==> src/rtl/vspc_pkg.sv <==
package vspc_pkg;
	// register word width and indices (byte address is four times the index)
	localparam int REG_W = 8;
	localparam int IDX_W = 10;
	localparam logic [IDX_W-1:0] IDX_OUTEN = 10'h002;
	localparam logic [IDX_W-1:0] IDX_EDFMT = 10'h030;
	localparam logic [IDX_W-1:0] IDX_EDCTL = 10'h034;
	localparam logic [IDX_W-1:0] IDX_SDMODE = 10'h08A;
	localparam logic [IDX_W-1:0] IDX_STD = 10'h040;
	localparam logic [IDX_W-1:0] IDX_STATUS = 10'h041;
	// field positions
	localparam int OUTEN_ED_BIT = 7;
	localparam int OUTEN_SD_BIT = 6;
	localparam int EDFMT_EMB_BIT = 2;
	localparam int EDCTL_HCTR_BIT = 1;
	localparam int EDCTL_VCTR_BIT = 2;
	localparam int SDMODE_LSB = 0;
	localparam int SDMODE_W = 3;
	localparam int STD_INTERLACED_BIT = 0;
	localparam int STD_525P_BIT = 1;
	// values after reset
	localparam logic [REG_W-1:0] RST_OUTEN = 8'h00;
	localparam logic [REG_W-1:0] RST_EDFMT = 8'h00;
	localparam logic [REG_W-1:0] RST_EDCTL = 8'h00;
	localparam logic [REG_W-1:0] RST_SDMODE = 8'h00;
	localparam logic [REG_W-1:0] RST_STD = 8'h00;
	// slave timing modes that turn the sd pins into inputs
	localparam logic [SDMODE_W-1:0] SDMODE_SLAVE1 = 3'h1;
	localparam logic [SDMODE_W-1:0] SDMODE_SLAVE3 = 3'h3;
	// embedded timing code words and flag positions
	localparam int PIX_W = 10;
	localparam logic [PIX_W-1:0] AV_PREAMBLE = 10'h3FF;
	localparam logic [PIX_W-1:0] AV_ZERO = 10'h000;
	localparam int AV_F_BIT = 8;
	localparam int AV_V_BIT = 7;
	localparam int AV_H_BIT = 6;
	// counter based sync shape, in pixel clocks and lines
	localparam int HSYNC_OFFSET_CYC = 4;
	localparam int HSYNC_WIDTH_CYC = 40;
	localparam int VSYNC_START_LINE = 0;
	localparam int VSYNC_LINES = 5;
	localparam int CNT_W = 12;
	// embedded decoder states
	typedef enum logic [1:0] {
		AV_HUNT,
		AV_GOT_PRE,
		AV_GOT_Z1,
		AV_GOT_Z2
	} vspc_avstate_type;
endpackage : vspc_pkg

==> src/rtl/vspc_timing_if.sv <==
`timescale 1ns/1ps
interface vspc_timing_if;
	logic lineMark;
	logic frameMark;
	logic embV;
	logic is525p;
	logic ctrHsyncN;
	logic ctrVsyncN;
	modport gen (
		input lineMark,
		input frameMark,
		input embV,
		input is525p,
		output ctrHsyncN,
		output ctrVsyncN
	);
	modport ctl (
		output lineMark,
		output frameMark,
		output embV,
		output is525p,
		input ctrHsyncN,
		input ctrVsyncN
	);
endinterface : vspc_timing_if

==> src/rtl/vspc_timing_gen.sv <==
`timescale 1ns/1ps
module vspc_timing_gen #(
	parameter int HSYNC_OFFSET = vspc_pkg::HSYNC_OFFSET_CYC,
	parameter int HSYNC_WIDTH = vspc_pkg::HSYNC_WIDTH_CYC,
	parameter int VSYNC_START = vspc_pkg::VSYNC_START_LINE,
	parameter int VSYNC_COUNT = vspc_pkg::VSYNC_LINES,
	parameter int CW = vspc_pkg::CNT_W
) (
	input wire logic clk,
	input wire logic rst,
	vspc_timing_if.gen tim
);
	localparam logic [CW-1:0] H_ON = CW'(HSYNC_OFFSET);
	localparam logic [CW-1:0] H_OFF = CW'(HSYNC_OFFSET + HSYNC_WIDTH);
	localparam logic [CW-1:0] V_ON = CW'(VSYNC_START);
	localparam logic [CW-1:0] V_OFF = CW'(VSYNC_START + VSYNC_COUNT);
	localparam logic [CW-1:0] CNT_MAX = {CW{1'b1}};

	logic [CW-1:0] hCount_reg, hCount_next;
	logic [CW-1:0] vCount_reg, vCount_next;
	logic hSyncN_reg, hSyncN_next;
	logic vSyncN_reg, vSyncN_next;

	always_comb begin
		hCount_next = hCount_reg;
		vCount_next = vCount_reg;
		// counters restart on the embedded sync edge so the pulses start HSYNC_OFFSET clocks or VSYNC_START lines after it
		if (tim.lineMark) begin
			hCount_next = '0; // RULE9
		end else if (hCount_reg != CNT_MAX) begin
			hCount_next = hCount_reg + 1'b1;
		end
		if (tim.frameMark) begin
			vCount_next = '0; // RULE14
		end else if (tim.lineMark && vCount_reg != CNT_MAX) begin
			vCount_next = vCount_reg + 1'b1;
		end
		hSyncN_next = !(hCount_next >= H_ON && hCount_next < H_OFF); // RULE8
		if (tim.is525p) begin
			vSyncN_next = !tim.embV; // RULE13
		end else begin
			vSyncN_next = !(vCount_next >= V_ON && vCount_next < V_OFF); // RULE13
		end
	end

	always_ff @(posedge clk) begin
		if (rst) begin
			hCount_reg <= CNT_MAX;
			vCount_reg <= CNT_MAX;
			hSyncN_reg <= 1'b1;
			vSyncN_reg <= 1'b1;
		end else begin
			hCount_reg <= hCount_next;
			vCount_reg <= vCount_next;
			hSyncN_reg <= hSyncN_next;
			vSyncN_reg <= vSyncN_next;
		end
	end

	assign tim.ctrHsyncN = hSyncN_reg;
	assign tim.ctrVsyncN = vSyncN_reg;
endmodule : vspc_timing_gen

==> src/rtl/vspc_top.sv <==
`timescale 1ns/1ps
// What this block does
// (RULE1) frame timing comes from embedded codes or from external sync and blank pins
// (RULE2) sd sync pins are inputs only in slave modes 1-3 with both outputs off
// (RULE3) ed/hd sync pins are accepted when the input format bit is zero
// (RULE4) sd enable alone drives sd hsync and vsync on the sd pins
// (RULE5) ed/hd enable drives ed/hd syncs on sd pins regardless of sd enable
// (RULE6) both enables off leaves the sd sync pins undriven
// (RULE7) ed/hd hsync from embedded H over line blanking, or external hsync
// (RULE8) hsync control set makes hsync from the horizontal counter
// (RULE9) hsync pulse starts aligned with the embedded sync edge; the counter hsync here starts HSYNC_OFFSET (4) clocks after it
// (RULE10) format zero, vsync control clear forwards external ed/hd vsync or field
// (RULE11) format one on interlaced standards outputs the embedded F flag
// (RULE12) format one on progressive standards outputs vsync from embedded V
// (RULE13) vsync control set uses the vertical counter; 525p spans vertical blanking
// (RULE14) vsync pulse starts aligned with the embedded vertical sync edge
// (RULE15) sd enable alone drives the sd vsync or field signal on the vsync pin
module vspc_top (
	input wire logic clk,
	input wire logic rst,
	input wire logic hsel,
	input wire logic [31:0] haddr,
	input wire logic [1:0] htrans,
	input wire logic hwrite,
	input wire logic [2:0] hsize,
	input wire logic [31:0] hwdata,
	input wire logic hready,
	output logic [31:0] hrdata,
	output logic hreadyout,
	output logic hresp,
	input wire logic [vspc_pkg::PIX_W-1:0] pixelData,
	input wire logic sdTimHsyncN,
	input wire logic sdTimVsyncN,
	input wire logic sdHsyncPinIn,
	output logic sdHsyncPinOut,
	output logic sdHsyncPinOeN,
	input wire logic sdVsyncPinIn,
	output logic sdVsyncPinOut,
	output logic sdVsyncPinOeN,
	input wire logic edHsyncPin,
	input wire logic edVsyncPin,
	input wire logic edBlankPin,
	output logic sdSlaveValid,
	output logic sdSlaveHsyncN,
	output logic sdSlaveVsyncN,
	output logic edExtValid,
	output logic edExtHsyncN,
	output logic edExtVsyncN,
	output logic edExtBlankN,
	output logic embHFlag,
	output logic embVFlag,
	output logic embFFlag
);
	localparam int NPIN = 5;
	localparam int P_SDH = 0;
	localparam int P_SDV = 1;
	localparam int P_EDH = 2;
	localparam int P_EDV = 3;
	localparam int P_EDB = 4;

	// ---------------- pin input synchronisers ----------------
	logic [NPIN-1:0] pinRaw;
	logic [NPIN-1:0] pinS1_reg, pinS1_next;
	logic [NPIN-1:0] pinS2_reg, pinS2_next;
	logic [NPIN-1:0] pinS3_reg, pinS3_next;
	logic [NPIN-1:0] pinF_reg, pinF_next;

	assign pinRaw = {edBlankPin, edVsyncPin, edHsyncPin, sdVsyncPinIn, sdHsyncPinIn};

	genvar gi;
	generate
		for (gi = 0; gi < NPIN; gi++) begin : g_pin
			always_comb begin
				pinS1_next[gi] = pinRaw[gi];
				pinS2_next[gi] = pinS1_reg[gi];
				pinS3_next[gi] = pinS2_reg[gi];
				// a change counts once the second and third stage agree
				if (pinS2_reg[gi] == pinS3_reg[gi]) begin
					pinF_next[gi] = pinS3_reg[gi];
				end else begin
					pinF_next[gi] = pinF_reg[gi];
				end
			end
			always_ff @(posedge clk) begin
				if (rst) begin
					pinS1_reg[gi] <= 1'b1;
					pinS2_reg[gi] <= 1'b1;
					pinS3_reg[gi] <= 1'b1;
					pinF_reg[gi] <= 1'b1;
				end else begin
					pinS1_reg[gi] <= pinS1_next[gi];
					pinS2_reg[gi] <= pinS2_next[gi];
					pinS3_reg[gi] <= pinS3_next[gi];
					pinF_reg[gi] <= pinF_next[gi];
				end
			end
		end
	endgenerate

	// ---------------- register bus ----------------
	logic [vspc_pkg::REG_W-1:0] outEn_reg, outEn_next;
	logic [vspc_pkg::REG_W-1:0] edFmt_reg, edFmt_next;
	logic [vspc_pkg::REG_W-1:0] edCtl_reg, edCtl_next;
	logic [vspc_pkg::REG_W-1:0] sdMode_reg, sdMode_next;
	logic [vspc_pkg::REG_W-1:0] std_reg, std_next;
	logic wrPend_reg, wrPend_next;
	logic [vspc_pkg::IDX_W-1:0] wrIdx_reg, wrIdx_next;
	logic [31:0] rdData_reg, rdData_next;
	logic [vspc_pkg::REG_W-1:0] status;
	logic [vspc_pkg::REG_W-1:0] rdVal;
	logic [vspc_pkg::REG_W-1:0] wrByte;
	logic [vspc_pkg::IDX_W-1:0] addrIdx;
	logic accept;

	assign addrIdx = haddr[vspc_pkg::IDX_W+1:2];
	assign accept = hsel && htrans[1] && hready;
	assign wrByte = hwdata[vspc_pkg::REG_W-1:0];

	// readback of one register; a write still in its data phase is forwarded
	function automatic logic [vspc_pkg::REG_W-1:0] regValue(
		input logic [vspc_pkg::IDX_W-1:0] idx,
		input logic [vspc_pkg::REG_W-1:0] oe,
		input logic [vspc_pkg::REG_W-1:0] fm,
		input logic [vspc_pkg::REG_W-1:0] ct,
		input logic [vspc_pkg::REG_W-1:0] sm,
		input logic [vspc_pkg::REG_W-1:0] sd,
		input logic [vspc_pkg::REG_W-1:0] st
	);
		logic [vspc_pkg::REG_W-1:0] v;
		v = '0;
		case (idx)
			vspc_pkg::IDX_OUTEN: v = oe;
			vspc_pkg::IDX_EDFMT: v = fm;
			vspc_pkg::IDX_EDCTL: v = ct;
			vspc_pkg::IDX_SDMODE: v = sm;
			vspc_pkg::IDX_STD: v = sd;
			vspc_pkg::IDX_STATUS: v = st;
			default: v = '0;
		endcase
		return v;
	endfunction : regValue

	always_comb begin
		outEn_next = outEn_reg;
		edFmt_next = edFmt_reg;
		edCtl_next = edCtl_reg;
		sdMode_next = sdMode_reg;
		std_next = std_reg;
		if (wrPend_reg) begin
			case (wrIdx_reg)
				vspc_pkg::IDX_OUTEN: outEn_next = wrByte;
				vspc_pkg::IDX_EDFMT: edFmt_next = wrByte;
				vspc_pkg::IDX_EDCTL: edCtl_next = wrByte;
				vspc_pkg::IDX_SDMODE: sdMode_next = wrByte;
				vspc_pkg::IDX_STD: std_next = wrByte;
				default: outEn_next = outEn_reg;
			endcase
		end
		wrPend_next = accept && hwrite;
		wrIdx_next = accept ? addrIdx : wrIdx_reg;
		rdVal = regValue(addrIdx, outEn_next, edFmt_next, edCtl_next, sdMode_next, std_next,
			status);
		rdData_next = rdData_reg;
		if (accept && !hwrite) begin
			rdData_next = {{(32 - vspc_pkg::REG_W){1'b0}}, rdVal};
		end
	end

	always_ff @(posedge clk) begin
		if (rst) begin
			outEn_reg <= vspc_pkg::RST_OUTEN;
			edFmt_reg <= vspc_pkg::RST_EDFMT;
			edCtl_reg <= vspc_pkg::RST_EDCTL;
			sdMode_reg <= vspc_pkg::RST_SDMODE;
			std_reg <= vspc_pkg::RST_STD;
			wrPend_reg <= 1'b0;
			wrIdx_reg <= '0;
			rdData_reg <= '0;
		end else begin
			outEn_reg <= outEn_next;
			edFmt_reg <= edFmt_next;
			edCtl_reg <= edCtl_next;
			sdMode_reg <= sdMode_next;
			std_reg <= std_next;
			wrPend_reg <= wrPend_next;
			wrIdx_reg <= wrIdx_next;
			rdData_reg <= rdData_next;
		end
	end

	assign hrdata = rdData_reg;
	assign hreadyout = 1'b1;
	assign hresp = 1'b0;

	// ---------------- control decode ----------------
	logic edEn, sdEn, embFmt, hCtr, vCtr, interlaced, is525p, sdSlaveMode;
	logic [vspc_pkg::SDMODE_W-1:0] sdModeSel;

	assign edEn = outEn_reg[vspc_pkg::OUTEN_ED_BIT];
	assign sdEn = outEn_reg[vspc_pkg::OUTEN_SD_BIT];
	assign embFmt = edFmt_reg[vspc_pkg::EDFMT_EMB_BIT];
	assign hCtr = edCtl_reg[vspc_pkg::EDCTL_HCTR_BIT];
	assign vCtr = edCtl_reg[vspc_pkg::EDCTL_VCTR_BIT];
	assign interlaced = std_reg[vspc_pkg::STD_INTERLACED_BIT];
	assign is525p = std_reg[vspc_pkg::STD_525P_BIT];
	assign sdModeSel = sdMode_reg[vspc_pkg::SDMODE_LSB +: vspc_pkg::SDMODE_W];
	assign sdSlaveMode = sdModeSel >= vspc_pkg::SDMODE_SLAVE1
		&& sdModeSel <= vspc_pkg::SDMODE_SLAVE3 && !edEn && !sdEn; // RULE2

	// ---------------- embedded timing code decoder ----------------
	vspc_pkg::vspc_avstate_type avState_reg, avState_next;
	logic fFlag_reg, fFlag_next;
	logic vFlag_reg, vFlag_next;
	logic hFlag_reg, hFlag_next;
	logic lineMark_reg, lineMark_next;
	logic frameMark_reg, frameMark_next;

	always_comb begin
		avState_next = avState_reg;
		fFlag_next = fFlag_reg;
		vFlag_next = vFlag_reg;
		hFlag_next = hFlag_reg;
		case (avState_reg)
			vspc_pkg::AV_HUNT: begin
				avState_next = vspc_pkg::AV_HUNT;
			end
			vspc_pkg::AV_GOT_PRE: begin
				avState_next = (pixelData == vspc_pkg::AV_ZERO) ? vspc_pkg::AV_GOT_Z1
					: vspc_pkg::AV_HUNT;
			end
			vspc_pkg::AV_GOT_Z1: begin
				avState_next = (pixelData == vspc_pkg::AV_ZERO) ? vspc_pkg::AV_GOT_Z2
					: vspc_pkg::AV_HUNT;
			end
			vspc_pkg::AV_GOT_Z2: begin
				avState_next = vspc_pkg::AV_HUNT;
				if (pixelData[vspc_pkg::PIX_W-1]) begin
					fFlag_next = pixelData[vspc_pkg::AV_F_BIT]; // RULE1
					vFlag_next = pixelData[vspc_pkg::AV_V_BIT]; // RULE1
					hFlag_next = pixelData[vspc_pkg::AV_H_BIT]; // RULE1
				end
			end
			default: begin
				avState_next = vspc_pkg::AV_HUNT;
			end
		endcase
		if (pixelData == vspc_pkg::AV_PREAMBLE) begin
			avState_next = vspc_pkg::AV_GOT_PRE;
		end
		lineMark_next = hFlag_next && !hFlag_reg; // RULE9
		frameMark_next = vFlag_next && !vFlag_reg; // RULE14
	end

	always_ff @(posedge clk) begin
		if (rst) begin
			avState_reg <= vspc_pkg::AV_HUNT;
			fFlag_reg <= 1'b0;
			vFlag_reg <= 1'b0;
			hFlag_reg <= 1'b0;
			lineMark_reg <= 1'b0;
			frameMark_reg <= 1'b0;
		end else begin
			avState_reg <= avState_next;
			fFlag_reg <= fFlag_next;
			vFlag_reg <= vFlag_next;
			hFlag_reg <= hFlag_next;
			lineMark_reg <= lineMark_next;
			frameMark_reg <= frameMark_next;
		end
	end

	// ---------------- counter based sync generator ----------------
	vspc_timing_if tim ();

	assign tim.lineMark = lineMark_reg;
	assign tim.frameMark = frameMark_reg;
	assign tim.embV = vFlag_reg;
	assign tim.is525p = is525p;

	vspc_timing_gen u_timing (
		.clk(clk),
		.rst(rst),
		.tim(tim)
	);

	// ---------------- sync output selection ----------------
	logic hOut_reg, hOut_next;
	logic vOut_reg, vOut_next;
	logic oeN_reg, oeN_next;
	logic edExtOk;

	assign edExtOk = !embFmt; // RULE3

	always_comb begin
		hOut_next = 1'b1;
		vOut_next = 1'b1;
		oeN_next = 1'b1; // RULE6
		if (edEn) begin
			oeN_next = 1'b0; // RULE5
			if (hCtr) begin
				hOut_next = tim.ctrHsyncN; // RULE8
			end else if (embFmt) begin
				hOut_next = !hFlag_reg; // RULE7
			end else begin
				hOut_next = pinF_reg[P_EDH]; // RULE7
			end
			if (vCtr) begin
				vOut_next = tim.ctrVsyncN; // RULE13
			end else if (!embFmt) begin
				vOut_next = pinF_reg[P_EDV]; // RULE10
			end else if (interlaced) begin
				vOut_next = fFlag_reg; // RULE11
			end else begin
				vOut_next = !vFlag_reg; // RULE12
			end
		end else if (sdEn) begin
			oeN_next = 1'b0; // RULE4
			hOut_next = sdTimHsyncN; // RULE4
			vOut_next = sdTimVsyncN; // RULE15
		end
	end

	always_ff @(posedge clk) begin
		if (rst) begin
			hOut_reg <= 1'b1;
			vOut_reg <= 1'b1;
			oeN_reg <= 1'b1;
		end else begin
			hOut_reg <= hOut_next;
			vOut_reg <= vOut_next;
			oeN_reg <= oeN_next;
		end
	end

	assign sdHsyncPinOut = hOut_reg;
	assign sdVsyncPinOut = vOut_reg;
	assign sdHsyncPinOeN = oeN_reg;
	assign sdVsyncPinOeN = oeN_reg;

	// ---------------- timing handed to the video paths ----------------
	assign sdSlaveValid = sdSlaveMode;
	assign sdSlaveHsyncN = sdSlaveMode ? pinF_reg[P_SDH] : 1'b1; // RULE2
	assign sdSlaveVsyncN = sdSlaveMode ? pinF_reg[P_SDV] : 1'b1; // RULE2
	assign edExtValid = edExtOk;
	assign edExtHsyncN = edExtOk ? pinF_reg[P_EDH] : 1'b1; // RULE3
	assign edExtVsyncN = edExtOk ? pinF_reg[P_EDV] : 1'b1; // RULE3
	assign edExtBlankN = pinF_reg[P_EDB]; // RULE1
	assign embHFlag = hFlag_reg;
	assign embVFlag = vFlag_reg;
	assign embFFlag = fFlag_reg;

	assign status = {vOut_reg, hOut_reg, fFlag_reg, vFlag_reg, hFlag_reg, edEn, !oeN_reg,
		sdSlaveMode};
endmodule : vspc_top

==> config.mk <==
export PLATFORM = sky130hd
export DESIGN_NAME = vspc_top
export DESIGN_NICKNAME = d
export VERILOG_FILES = /design/src/rtl/vspc_pkg.sv /design/src/rtl/vspc_timing_if.sv /design/src/rtl/vspc_timing_gen.sv /design/src/rtl/vspc_top.sv
export SDC_FILE = /design/constraint.sdc
export NUM_CORES = 1
export LEC_CHECK = 0
export BUFFER_PORTS_ARGS = -buffer_cell sky130_fd_sc_hd__buf_4
export CORE_AREA = 10 10 120 122
export CTS_CLUSTER_SIZE = 14
export DETAILED_ROUTE_END_ITERATION = 10
export DIE_AREA = 0 0 130 132
export GPL_ROUTABILITY_DRIVEN = 1
export PLACE_DENSITY = 0.76
export REMOVE_ABC_BUFFERS = 1
export SYNTH_ARGS = -nofsm -noshare
export SYNTH_HDL_FRONTEND = slang
export SYNTH_SLANG_ARGS = --single-unit
==> constraint.sdc <==
create_clock -name clk -period 7.1 [get_ports clk]
set_input_delay 0 -clock clk [delete_from_list [all_inputs] [get_ports clk]]
set_output_delay 0 -clock clk [all_outputs]
set_load 0.005 [all_outputs]
* Word-level counts from Yosys, hierarchy flattened *
Cells that the tools add are included.

word-level totals
  bits in registers = 115
  output and inout port bits = 48
  input bits = 91

operators by class
  $add $sub $neg = 2
  mux-type cells = 39
  eq/ne operators = 22
  reduce and logical (&&, ||, !) cells = 26
  magnitude comparators = 6

operators by type and width
  operator               number
  $mux 8                 10
  $mux 12                4
  $pmux 8 s6             1
  $eq 10x6->1 const B    4
  $eq 10x7->1 const B    3
  $add 12x1->12 const B  2
  $ne 12x12->1 const B   2
  $mux 1                 21
  $eq 10x2->1 const B    2
  $eq 10x8->1 const B    2
  $ge 12x1->1 const B    1
  $ge 12x3->1 const B    1
  $logic_and 1x1->1      12
  $lt 12x3->1 const B    1
  $lt 12x6->1 const B    1
  $eq 10x10->1 const B   1
  $logic_not 10->1       1
  $logic_not 1->1        9
  $pmux 2 s3             1
  $eq 1x1->1             5
  $eq 2x2->1 const B     2
  $mux 2                 2
  $reduce_or 2->1        2
  $ge 3x1->1 const B     1
  4 further kinds        4

* Depth between registers and ports, before layout *
  depth after elaboration = 8
  depth in mapped cells = 8
  gate-level depth less buffers = 7

* Cells and area by module *
From an unflattened synthesis, not the netlist that was laid out.

second synthesis, totals
  cell total of the unflattened synthesis = 596
  area, all modules = 5407.7 µm²

modules (own cells, without submodules)
  module           sequential area each (µm²)  instances  area each (µm²)  cells an instance
  vspc_top         1781.7                      1          3875.0           405
  vspc_timing_gen  520.5                       1          1532.7           191

* Worst setup path after synthesis *
OpenSTA, ideal clock, no wires.

  kind = reg2reg
  start point = reg u_timing.hCount_reg[0]
  end point = reg u_timing.hSyncN_reg, in the netlist u_timing.tim.ctrHsyncN
  period minus slack after synthesis = 2.384 ns
  slack = 4.716 ns
  setup time = 0.134 ns
  required time = 6.966 ns
  stages on the path, launching flop included = 8
  data arrival time = 2.250 ns
  path buffers = 0
  cells stage by stage = dfxtp_1 ha_1 nand2_2 or4_1 nand4_1 mux2i_1 mux2i_1 or4_1

between the ends
  word-level cells in the longest chain between the ends = 6
  elaborated cells on any way between the ends = 8
  classes of those cells = 1 x add/sub; 2 x order compare; 1 x eq/ne; 2 x mux; 2 x reduce/logical

ends and longest elaborated chain
  element                                        RTL line                                      text
  start, declared                                vspc_timing_gen.sv:19                         logic [CW-1:0] hCount_reg, hCount_next;
  start signal, assigned                         vspc_timing_gen.sv:53                         hCount_reg <= hCount_next;
  $add 12x1->12 or $ne 12x12->1 (tied branches)  vspc_timing_gen.sv:31, vspc_timing_gen.sv:30
  $mux 12 *                                      vspc_timing_gen.sv:30                         end else if (hCount_reg != CNT_MAX) begin
  $mux 12 *                                      vspc_timing_gen.sv:28                         if (tim.lineMark) begin
  $ge 12x3->1 or $lt 12x6->1 (tied branches)     vspc_timing_gen.sv:38                         hSyncN_next = !(hCount_next >= H_ON && hCount_next < H_OFF);
  $logic_and 1x1->1 *                            vspc_timing_gen.sv:38
  $logic_not 1->1 *                              vspc_timing_gen.sv:38
  end signal, assigned                           vspc_timing_gen.sv:55                         hSyncN_reg <= hSyncN_next;
  end, declared                                  vspc_timing_gen.sv:21                         logic hSyncN_reg, hSyncN_next;

Every way passes the cells marked *; elsewhere a longest branch is shown, timed or not.
A chain may end at the register's enable or synchronous reset.

* Final worst setup path *
Same ends and word-level chain as after synthesis.

==> results.ini <==
[flow_run]
drv_cap = 0

[detailed_routing]
drt.antenna.violating_nets = 0
route.detailed.wl_per_inst_um = 16.7
totalWireLength_um = 14300
vias = 4746
1st_iter_drt_viols = 395
drt-pass1-iter-count = 5
detail_route.vias_per_cell = 5.58
drcViolationCount = 0

[final_layout]
final_cell_mix = 115 x sky130_fd_sc_hd__dfxtp_1, 88 x sky130_fd_sc_hd__nor2_1, 62 x sky130_fd_sc_hd__buf_4
area_growth_syn_to_layout_pct = 27.1
seq_area_mm2 = 0.00230
multi_input_area_mm2 = 0.00271
mostFrequentLayoutCell = sky130_fd_sc_hd__dfxtp_1
nets = 783
filler_cell_count = 993
drive_above_1_share_pct = 17.4
post_layout_inst_area_mm2 = 0.00668

[synth]
yosysWarnings = 0
synth_edf_count = 0
synthDistinctLibCells = 55
postSynthCellCount = 602
synth_top_cells_by_area = sky130_fd_sc_hd__dfxtp_1 44%, sky130_fd_sc_hd__mux2i_1 9.5%, sky130_fd_sc_hd__nor2_1 6.3%
synth-seq-cells = 115
syn_area_mm2 = 0.00525
yosysTopAreaCell = sky130_fd_sc_hd__dfxtp_1
synth.yosys.seq_area_share_pct = 43.8
asyncSetResetFlopFracSynth_pct = 0
synth-main-ff-cell = sky130_fd_sc_hd__dfxtp_1
synthDominantCellAreaShare_pct = 43.8
synthesis.area_per_instance_um2 = 8.73

[critical_path]
instance_count_on_the_critical_path = 7
r2r_setup_slack_ns = 4.21
worst-endpoint-required_ns = 7.37
crit_path_top_delay_cell = sky130_fd_sc_hd__or4_1
worst_setup_path_end_kind = flip-flop
r2r.worst_path.cells = 7
crit_path_max_fanout = 11
timing.rr.start = u_timing.hCount_reg[0]
crit_path_cell_trace = ha_1 > nand2_2 > or4_1 > nand4_1 > mux2i_1 > mux2i_1 > or4_1
number_of_buffers_and_inverters_on_the_critical_path = 0
type_of_origin_of_the_critical_path = flip-flop
crit_path_max_incr_delay_ns = 0.76
critPathArrivalTime_ns = 3.17
class_of_the_most_critical_setup_path = flip-flop to flip-flop
timing.rr.end = u_timing.tim.ctrHsyncN
crit_family = simple AND/OR/NAND/NOR gates

[pwr]
design_power_total_mw = 1.71
irDropWorstVdd_mv = 0.156
power_per_cell_area_mw_per_mm2 = 256
power.leakage_nw = 2.83

[sta]
layout_worst_path_cycle_share_pct = 40.8
timing.final.hold_violations = 0
timing.clock.skew_ns = 0.0103
fmax_mhz = 345
worstMarginPinSlew_ns = 0.998
tns_ns = 0
hold-worst-slack_ns = 0.0670
post-route-min-period_ns = 2.89
relSlewSlack_pct = 32.8
finalSetupViolCount = 0
rsz0062_at_grt = false
timing.final.max_slew_violations = 0

[clock_tree]
clock_path_buffers = 2
post_cts.resized_instances = 0
clk-insertion-delay-late_ns = 0.41
cts_root_buf = sky130_fd_sc_hd__clkbuf_16
cts_htree_levels = 4
tritoncts.num_buffers = 17
post_cts_buffers = 0
cts_tree = done
tritoncts_num_sinks = 115
cts.reportedPaths.clkPinSlew_ns = 0.05

[global_route]
grtUsageTotal_pct = 16.4
grt_pass1_wl_um = 23100
grt_start_max_net_pins = 79
grt_antenna_before_repair = 1
first_global_vias = 4714
overflow = 0

[die]
height_of_the_die_um = 132
top_level_ports = 139
core-area_mm2 = 0.0119
start_util_pct = 44.1
std_cell_rows = 40
floorplan.die_area_mm2 = 0.0172
fp.dieW_um = 130

[hold_path]
hold_path_class = input port to flip-flop
holdCritStartpoint = pixelData[2]
whs_endpoint = avState_reg[0]
hold_path_depth = 6

[placement]
final_gp_congestion = 0.890
detailed_place_hpwl_um = 9030
numPortBuffers = 62
post_dp_cell_area_mm2 = 0.00569

[status]
outcome = finished, final reports clean

-- kinds of logic (layout without fill, tap and decap cells) --
group | after synthesis | count (layout) | share of synthesized area [%]
AO/OA/AOI/OAI | 111 | 111 | 14.0
XOR/XNOR | 8 | 8 | 1.33
adder cells (fa/ha/maj) | 2 | 2 | 0.476
buffers and inverters | 60 | 137 | 6.38
flip-flops | 115 | 115 | 43.8
multiplexers | 51 | 51 | 9.74
other | 2 | 27 | 0.143
AND/OR/NAND/NOR | 253 | 253 | 24.1
-- how the worst max path moves through the flow --
stage	start	endpoint
6_report	u_timing.hCount_reg[0]	u_timing.tim.ctrHsyncN
2_1_floorplan	u_timing.hCount_reg[0]	u_timing.tim.ctrHsyncN
3_3_place_gp	u_timing.hCount_reg[0]	u_timing.tim.ctrHsyncN
3_5_place_dp	u_timing.hCount_reg[0]	u_timing.tim.ctrHsyncN
4_1_cts	u_timing.hCount_reg[0]	u_timing.tim.ctrHsyncN
5_1_grt	u_timing.hCount_reg[0]	u_timing.tim.ctrHsyncN
-- what timing repair did --
action | 4_1_cts | 5_1_grt
endpoints found under the hold margin | 65 | 0
endpoints found under the setup margin | 0 | 0
hold buffers | 35 | 0
-- layout make-up --
cell class / instances / area share [%]
well taps: 147 / 2.75
diodes: 1 / 0.0375
flip-flops and latches: 115 / 34.5
repair buffers: 97 / 12.2
clock buffers: 23 / 7.31
clock inverters: 9 / 2.25
inverters: 8 / 0.450
multi-input cells: 451 / 40.5
-- stage by stage --
| step | instances | setup WS, ns | util [%] |
|---|---|---|---|
| final | 851 | 4.21 | 56.1 |
| after global routing | 851 | 4.06 | 56.1 |
| after CTS | 850 | 4.23 | 56.1 |
| after detailed placement | 783 | 4.28 | 47.8 |
| after global placement | 783 | 4.32 | 47.8 |
| after floorplan | 574 | 4.53 | - |
-- tightest hold or removal path, delay by kind of cell --
| family | cells | cell delay, ns |
|---|---|---|
| AND/OR/NAND/NOR | 5 | 0.35 |
| buffers and inverters | 1 | 0.08 |
-- synthesized netlist by cell type (3+ instances only) --
master and instances:
sky130_fd_sc_hd__and2_1 7, sky130_fd_sc_hd__nor2_1 88, sky130_fd_sc_hd__a31oi_1 5, sky130_fd_sc_hd__a21oi_1 22
sky130_fd_sc_hd__a211oi_1 3, sky130_fd_sc_hd__o21ai_0 34, sky130_fd_sc_hd__o22a_1 15, sky130_fd_sc_hd__nand4_1 13
sky130_fd_sc_hd__a221oi_1 7, sky130_fd_sc_hd__or4_1 3, sky130_fd_sc_hd__xor2_1 3, sky130_fd_sc_hd__a311oi_1 8
sky130_fd_sc_hd__dfxtp_1 115, sky130_fd_sc_hd__nand2_1 42, sky130_fd_sc_hd__buf_4 27, sky130_fd_sc_hd__and4_1 3
sky130_fd_sc_hd__inv_1 8, sky130_fd_sc_hd__nor2b_1 3, sky130_fd_sc_hd__o31ai_1 4, sky130_fd_sc_hd__nand2b_1 7
sky130_fd_sc_hd__nand3_1 23, sky130_fd_sc_hd__xnor2_1 5, sky130_fd_sc_hd__o22ai_1 3, sky130_fd_sc_hd__and3_1 7
sky130_fd_sc_hd__nor4_1 5, sky130_fd_sc_hd__or3_1 4, sky130_fd_sc_hd__clkbuf_1 22, sky130_fd_sc_hd__mux2i_1 50
sky130_fd_sc_hd__or2_2 22, sky130_fd_sc_hd__nor3_1 16
-- power by group --
part | internal [mW] | switching (mW) | leakage [nW] | total (mW)
logic | 0.0657 | 0.0745 | 1.59 | 0.140
clock network | 0.622 | 0.287 | 0.309 | 0.909
registers | 0.656 | 0.00598 | 0.931 | 0.662
total | 1.34 | 0.367 | 2.83 | 1.71
-- per-layer routing --
metal | part of all wire (%) | vias to the layer above | routed length, um | GRT usage [%]
met5 | 0 | - | 0 | 0
met4 | 2.6 | 0 | 365 | 7.56
met3 | 6.4 | 37 | 910 | 4.51
met2 | 51 | 197 | 7200 | 27.4
met1 | 41 | 2238 | 5780 | 18.9
li1 | - | 2274 | - | -
Power figures use the tool's default switching activity.
